**config.mk**
```make
export PLATFORM = sky130hd
export DESIGN_NAME = vcr_regs
export DESIGN_NICKNAME = d
export VERILOG_FILES = /design/src/rtl/vcr_pkg.sv /design/src/rtl/vcr_regs.sv
export SDC_FILE = /design/constraint.sdc
export NUM_CORES = 1
export LEC_CHECK = 0
export BUFFER_PORTS_ARGS = -buffer_cell sky130_fd_sc_hd__buf_2
export CAP_MARGIN = 10
export CORE_UTILIZATION = 31
export DETAILED_ROUTE_END_ITERATION = 7
export GPL_ROUTABILITY_DRIVEN = 0
export GPL_TIMING_DRIVEN = 0
export PLACE_DENSITY = 0.76
export REMOVE_ABC_BUFFERS = 1
export SETUP_SLACK_MARGIN = 0.5
export SYNTH_ARGS = -nofsm -noshare
export SYNTH_HDL_FRONTEND = slang
export SYNTH_SLANG_ARGS = --single-unit
```
**constraint.sdc**
```tcl
create_clock -name clk -period 1.2 [get_ports clk]
set_input_delay 0.12 -clock clk [delete_from_list [all_inputs] [get_ports clk]]
set_output_delay 0.12 -clock clk [all_outputs]
set_load 0.03 [all_outputs]
```
**src/rtl/vcr_pkg.sv**
```systemverilog
// Constants and carrier types for the channel 0 resource register bank
`default_nettype none

package vcr_pkg;

  // Register window
  localparam int unsigned VCR_ADDR_W     = 12;
  localparam int unsigned VCR_DATA_W     = 32;
  localparam int unsigned VCR_NUM_TC     = 8;
  localparam int unsigned VCR_TC_W       = 3;
  localparam logic [11:0] VCR_CAP_OFFSET = 12'h110;
  localparam logic [11:0] VCR_CTL_OFFSET = 12'h114;

  // Field positions of the capability and control words
  localparam int VCR_RSNP_BIT = 15;
  localparam int VCR_EN_BIT   = 31;
  localparam int VCR_ID_MSB   = 26;
  localparam int VCR_ID_LSB   = 24;
  localparam int VCR_RSV1_MSB = 30;
  localparam int VCR_RSV1_LSB = 27;
  localparam int VCR_RSV2_MSB = 23;
  localparam int VCR_RSV2_LSB = 8;
  localparam int VCR_MAP_MSB  = 7;
  localparam int VCR_MAP_LSB  = 1;
  localparam int VCR_TC0_BIT  = 0;
  localparam int VCR_MAP_BYTE = 0;

  // Fixed and reset values
  localparam logic [31:0] VCR_CAP_RESET  = 32'h0000_0000;
  localparam logic [31:0] VCR_CTL_RESET  = 32'h8000_00ff;
  localparam logic        VCR_RSNP_VALUE = 1'h0;
  localparam logic        VCR_EN_VALUE   = 1'h1;
  localparam logic [2:0]  VCR_CHAN_ID    = 3'h0;
  localparam logic        VCR_TC0_VALUE  = 1'h1;
  localparam logic [6:0]  VCR_MAP_RESET  = 7'h7f;

  // Register access request
  typedef struct packed {
    logic        wr;
    logic [11:0] addr;
    logic [31:0] wdata;
    logic [3:0]  be;
  } vcr_req_t;

  // Transaction offered for admission onto channel 0
  typedef struct packed {
    logic       valid;
    logic       no_snoop;
    logic [2:0] tc;
  } vcr_txn_t;

endpackage

`default_nettype wire

```
**src/rtl/vcr_regs.sv**
```systemverilog
// Channel 0 resource capability and control registers with traffic admission
//
// Notes on behaviour
// - Capability reject-snoop bit 15 reads zero.
// - Set bit would refuse snooped traffic as unsupported.
// - Control bit 31 enable reads one, read-only.
// - Channel identifier bits 26:24 fixed at zero.
// - Map bits 7:1 writable, reset 7Fh.
// - All set map classes route to channel 0.
// - Bit 0 reads one; class 0 always mapped.
`default_nettype none

module vcr_regs
  import vcr_pkg::*;
(
  input  wire logic                  clk,
  input  wire logic                  rst,
  // Register access port, one request per valid cycle
  input  wire logic                  req_valid,
  input  wire vcr_req_t              req,
  output logic                       rsp_valid,
  output logic [VCR_DATA_W-1:0]      rsp_rdata,
  // Transaction admission
  input  wire vcr_txn_t              txn,
  output logic                       txn_accept,
  output logic                       txn_unsupported,
  // Live view of the channel 0 configuration
  output logic [VCR_NUM_TC-1:0]      tc_vc0_map,
  output logic                       channel0_enable_flag,
  output logic                       reject_snoop_required
);

  logic [VCR_MAP_MSB-VCR_MAP_LSB:0] map_ff;
  logic [VCR_MAP_MSB-VCR_MAP_LSB:0] nxt_map;
  logic                             rsp_valid_ff;
  logic [VCR_DATA_W-1:0]            rdata_ff;
  logic [VCR_DATA_W-1:0]            nxt_rdata;
  logic                             accept_ff;
  logic                             unsup_ff;
  logic [VCR_DATA_W-1:0]            cap_word;
  logic [VCR_DATA_W-1:0]            ctl_word;

  // Address decode on word granularity; the low two address bits are ignored
  wire hit_cap  = req.addr[VCR_ADDR_W-1:2] == VCR_CAP_OFFSET[VCR_ADDR_W-1:2];
  wire hit_ctl  = req.addr[VCR_ADDR_W-1:2] == VCR_CTL_OFFSET[VCR_ADDR_W-1:2];
  wire rd_req   = req_valid && !req.wr;
  // Only the map byte lane can change state; everything else is dropped
  wire wr_map   = req_valid && req.wr && hit_ctl && req.be[VCR_MAP_BYTE];

  // Capability word: all zero, snoop rejection never requested
  always_comb begin
    cap_word               = '0;
    cap_word[VCR_RSNP_BIT] = VCR_RSNP_VALUE;
  end

  // Control word assembled from constants and the live map
  always_comb begin
    ctl_word                         = '0;
    ctl_word[VCR_EN_BIT]             = VCR_EN_VALUE;
    ctl_word[VCR_ID_MSB:VCR_ID_LSB]  = VCR_CHAN_ID;
    ctl_word[VCR_MAP_MSB:VCR_MAP_LSB] = map_ff;
    ctl_word[VCR_TC0_BIT]            = VCR_TC0_VALUE;
  end

  // Read mux; unmapped addresses and writes answer zero
  assign nxt_rdata = !rd_req ? '0 :
                     hit_cap ? cap_word :
                     hit_ctl ? ctl_word : '0;
  assign nxt_map   = wr_map ? req.wdata[VCR_MAP_MSB:VCR_MAP_LSB] : map_ff;

  // Full per-class map: class 0 hard-wired, the rest from the register
  assign tc_vc0_map            = {map_ff, VCR_TC0_VALUE};
  assign channel0_enable_flag  = VCR_EN_VALUE;
  assign reject_snoop_required = VCR_RSNP_VALUE;

  // Admission: refuse unmapped classes, and snooped traffic if rejection is on.
  // Clearing a map bit takes effect next cycle; draining in-flight traffic of
  // that class first is left to software.
  wire tc_hit     = tc_vc0_map[txn.tc];
  wire snoop_bad  = reject_snoop_required && !txn.no_snoop;
  wire nxt_unsup  = txn.valid && (snoop_bad || !tc_hit);
  wire nxt_accept = txn.valid && !snoop_bad && tc_hit;

  // Map register
  always_ff @(posedge clk or posedge rst) begin
    if (rst) begin
      map_ff <= VCR_MAP_RESET;
    end else begin
      map_ff <= nxt_map;
    end
  end

  // Register port answer, one cycle after each request
  always_ff @(posedge clk or posedge rst) begin
    if (rst) begin
      rsp_valid_ff <= 1'h0;
      rdata_ff     <= '0;
    end else begin
      rsp_valid_ff <= req_valid;
      rdata_ff     <= nxt_rdata;
    end
  end

  // Admission verdict, registered so the outputs are glitch free
  always_ff @(posedge clk or posedge rst) begin
    if (rst) begin
      accept_ff <= 1'h0;
      unsup_ff  <= 1'h0;
    end else begin
      accept_ff <= nxt_accept;
      unsup_ff  <= nxt_unsup;
    end
  end

  assign rsp_valid       = rsp_valid_ff;
  assign rsp_rdata       = rdata_ff;
  assign txn_accept      = accept_ff;
  assign txn_unsupported = unsup_ff;

  // Per-class routing, checked class by class so a broken index into the
  // map cannot hide behind the classes that happen to be exercised
  for (genvar gi = 0; gi < VCR_NUM_TC; gi++) begin : g_class

  end
endmodule

`default_nettype wire

```
## Word-level counts from Yosys, hierarchy flattened

Index checks and enable logic that the tools add are counted.

| word-level totals | value |
|---|---|
| flip-flop bits (word level) | 42 |
| bits of input ports | 57 |
| output and inout port bits | 45 |

| operators by class | value |
|---|---|
| order comparisons | 1 |
| equality and inequality tests | 2 |
| mux-type cells | 5 |
| reductions and logical operators | 8 |

Operator list:

| operator | number |
|---|---|
| two-way mux 32 bit | 3 |
| equality test 10 x 7 -> 1 bit, second input constant | 2 |
| logical AND 1 bit | 6 |
| less-than comparator 3 x 4 -> 1 bit, second input constant | 1 |
| binary-select mux 1 bit (select 3 bit) | 1 |
| zero test 1 bit | 2 |
| two-way mux 1 bit | 1 |

## Logic depth before layout (Yosys ltp)

| logic depth | value |
|---|---|
| depth in word-level cells | 4 |
| mapped depth | 3 |

## Worst setup path after synthesis

OpenSTA, ideal clock, no wires.

| path | value |
|---|---|
| path kind | in2reg |
| start | input port req[45] (netlist name) |
| end | register map_ff[0] |
| library setup time | 0.082 ns |
| data arrival time | 1.473 ns |
| required time | 1.118 ns |
| setup slack | -0.356 ns |
| cell stages on the path | 3 |
| path buffers | 0 |
| cells stage by stage | or4b_4 nor4_4 mux2_2 |

| on the way | value |
|---|---|
| word-level cells in the longest chain between the ends | 3 |

RTL lines:

| what | RTL line | RTL |
|---|---|---|
| start: declaration | vcr_regs.sv:20 | `input wire vcr_req_t req,` |
| equality test 10 x 7 -> 1 bit | vcr_regs.sv:45 | `wire hit_ctl = req.addr[VCR_ADDR_W-1:2] == VCR_CTL_OFFSET[VCR_ADDR_W-1:2];` |
| logical AND 1 bit (2 in a row) | vcr_regs.sv:48 | `wire wr_map = req_valid && req.wr && hit_ctl && req.be[VCR_MAP_BYTE];` |
| end signal: assignment | vcr_regs.sv:89 | `map_ff <= nxt_map;` |
| end: declaration | vcr_regs.sv:33 | `logic [VCR_MAP_MSB-VCR_MAP_LSB:0] map_ff;` |

No other way between the ends.
A chain may end at the register's enable or synchronous reset.

## Worst setup path in the final report

| path | value |
|---|---|
| start | input port req[46] (netlist name) |
| end | register map_ff[5] |

Same word-level chain as after synthesis.

==> impl_metrics.csv <==
group,metric,value,unit
run_status,status,"finished, violations left",
run_status,violations,"DRC, hold timing, setup timing",
route,drc,7,
timing,tightest_slew,627.3,ps
pwr,p_total,1212,uW
clock_network,clock_latency,280,ps
timing,max_slew_margin,58.14,%
clock_network,tritoncts,"yes",
timing,setup_ws,-1.966,ps
route,firstDrtPassIters,6,
global_route,grt_max_degree,19,
timing,slew_violations,0,
critical_path,endpoint_kind,"flop",
timing,min_period_over_period,100.2,%
critical_path,worstPathMaxFanout,7,
synthesis,yosys.area.top_type,"dfrtp_1",
synthesis,syn-instance-count,80,
timing,setup_viol,3,
synthesis,synth.distinct_cells,20,
pwr,leakagePower,0.0007342,uW
floorplan,row_count,19,
timing,hold_viol_final,11,
synthesis,ys_seq_area_share,48.04,%
synthesis,synth-seq-cells,18,
synthesis,synth_area_per_cell,11.95,sq um
timing,hold_slack,-103.9,ps
flow_run,cap_violations,0,
route,wirelength,1907,microns
place,port_buffers,44,
critical_path,arrival,1420,ps
timing,rsz0062_at_grt,"true",
timing,fin_crit,1202,ps
clock_network,cts_made_buffers,3,
clock_network,cts_sinks,18,
critical_path,startpoint_type,"input pin",
floorplan,initial_core_util,33.79,%
floorplan,dieArea,0.003310,sq mm
layout,drive_gt1_share,61.19,%
layout,final_common_cell,"conb_1",
synthesis,yosys.area.top_type_share,28.80,%
clock_network,hold_buffers,1,
global_route,antenna_found_initial,0,
floorplan,ios,102,
pwr,powerDensity,864.1,mW/mm^2
global_route,grt_pass1_wl,3105,microns
clock_network,cts_max_level,1,
route,via_per_inst,4.200,
global_route,overflow,0,
synthesis,yosysWarnings,0,
route,antenna_left,0,
layout,nets,192,
layout,area_growth,46.73,%
floorplan,die_height,57.53,microns
worst_hold_path,hold_path_class,"in -> async",
floorplan,dieWidth,57.53,microns
global_route,grt_pass1_vias,688,
timing,fin_skew,8.571,ps
clock_network,clock_path_buffers,2,
route,drt_first_iter_violations,13,
place,hpwl,1466,microns
critical_path,crit_required,1410,ps
pwr,ir_drop,0.0002624,V
place,pre_cts_ws,-586.1,ps
layout,final_cell_mix,"conb_1 (26), buf_2 (24), buf_6 (22), dfrtp_1 (11)",
synthesis,netlist_area,955.9,sq um
timing,fmax,832.0,MHz
route,vias,693,
layout,stdcell_count,165,
clock_network,cts_root_buffer,"clkbuf_4",
layout,antenna_cells,0,
clock_network,path_clk_slew,110,ps
global_route,gr-usage-all-layers,12.18,%
critical_path,crit_type,"in -> reg",
synthesis,synthTopCellsByArea,"dfrtp_1 (29%), buf_4 (21%), dfstp_2 (19%), mux2_2 (8.2%), and2_1 (4.6%)",
floorplan,core-area,0.002829,sq mm
route,wire_per_inst,11.56,microns
place,placed_cells,152,
==> cell families (layout without fill, tap and decap cells) <==
kind of cell           Yosys count  in the layout  synth area share (%)
buffers and inverters           28             58                 21.60
AO/OA/AOI/OAI                    3              3                 2.357
flip-flops                      18             18                 48.04
AND/OR/NAND/NOR                 19             19                 15.84
multiplexers                    10             10                 11.39
other                            2             26                0.7856
==> cell type report <==
type | count | area [sq um]
sequential | 18 | 459.2
multi-input combinational | 58 | 441.7
fill | 256 | 1426
inverter | 1 | 3.754
clock buffer | 4 | 36.28
tap | 31 | 38.79
timing repair buffer | 53 | 422.9
==> what timing repair did <==
item,CTS,global route
setup buffers,7,1
endpoints found under the hold margin,12,11
endpoints found under the setup margin,36,36
pin swaps,10,1
resized for setup,54,4
==> critical path, stage by stage <==
cell	delay, ps
buf_6	90
or4b_4	550
nor4_4	160
buf_6	190
mux2_4	300
==> metrics by stage <==
step	TNS, ps	utilization, %	cell area [sq um]
after floorplan	-3084	-	843.3
after global placement	-6161	38.97	1102
after detailed placement	-6709	38.97	1102
after CTS	0	48.96	1385
after global routing	-210.1	49.58	1403
final	-5.654	49.58	1403
==> per-layer routing <==
metal | up-vias | global-route usage, % | routed length (microns)
li1 | 322 | - | -
met1 | 320 | 15.26 | 758
met2 | 45 | 19.44 | 949
met3 | 6 | 1.814 | 144
met4 | 0 | 8.014 | 54
met5 | - | 0 | 0
==> cells in the mapped netlist <==
cell type,n
o21a_1,1
buf_4,27
nor4_2,1
conb_1,2
inv_1,1
mux2i_1,3
nor2_1,1
and2_1,7
nand2b_1,3
dfrtp_1,11
or4b_4,1
nand4b_1,1
dfstp_2,7
nor3b_1,1
or3b_2,2
nor4_4,1
a221oi_1,1
mux2_2,7
o22ai_1,1
nand2_1,1
==> final timing paths <==
path	startpoint	endpoint	slack (ps)	cells past startpoint
max	req[46]	map_ff[5]	-2	5
min	rst	rsp_rdata[4]	-100	2
max reg2reg	map_ff[4]	txn_unsupported	80	3
min reg2reg	map_ff[3]	rsp_rdata[4]	550	1
max in group asynchronous	rst	rsp_rdata[3]	890	2
min in group clk	txn[4]	txn_accept	60	2
==> where the power goes <==
group / switching [uW] / internal (uW)
combinational: 166 / 66.1
clock: 177 / 184
sequential: 3.34 / 614
total: 347 / 865
==> registers in the layout, indices dropped and copies added, names as in the netlist <==
signal,flops
rsp_rdata,8
map_ff,7
rsp_valid,1
txn_accept,1
txn_unsupported,1
(Power assumes the default switching activity.)
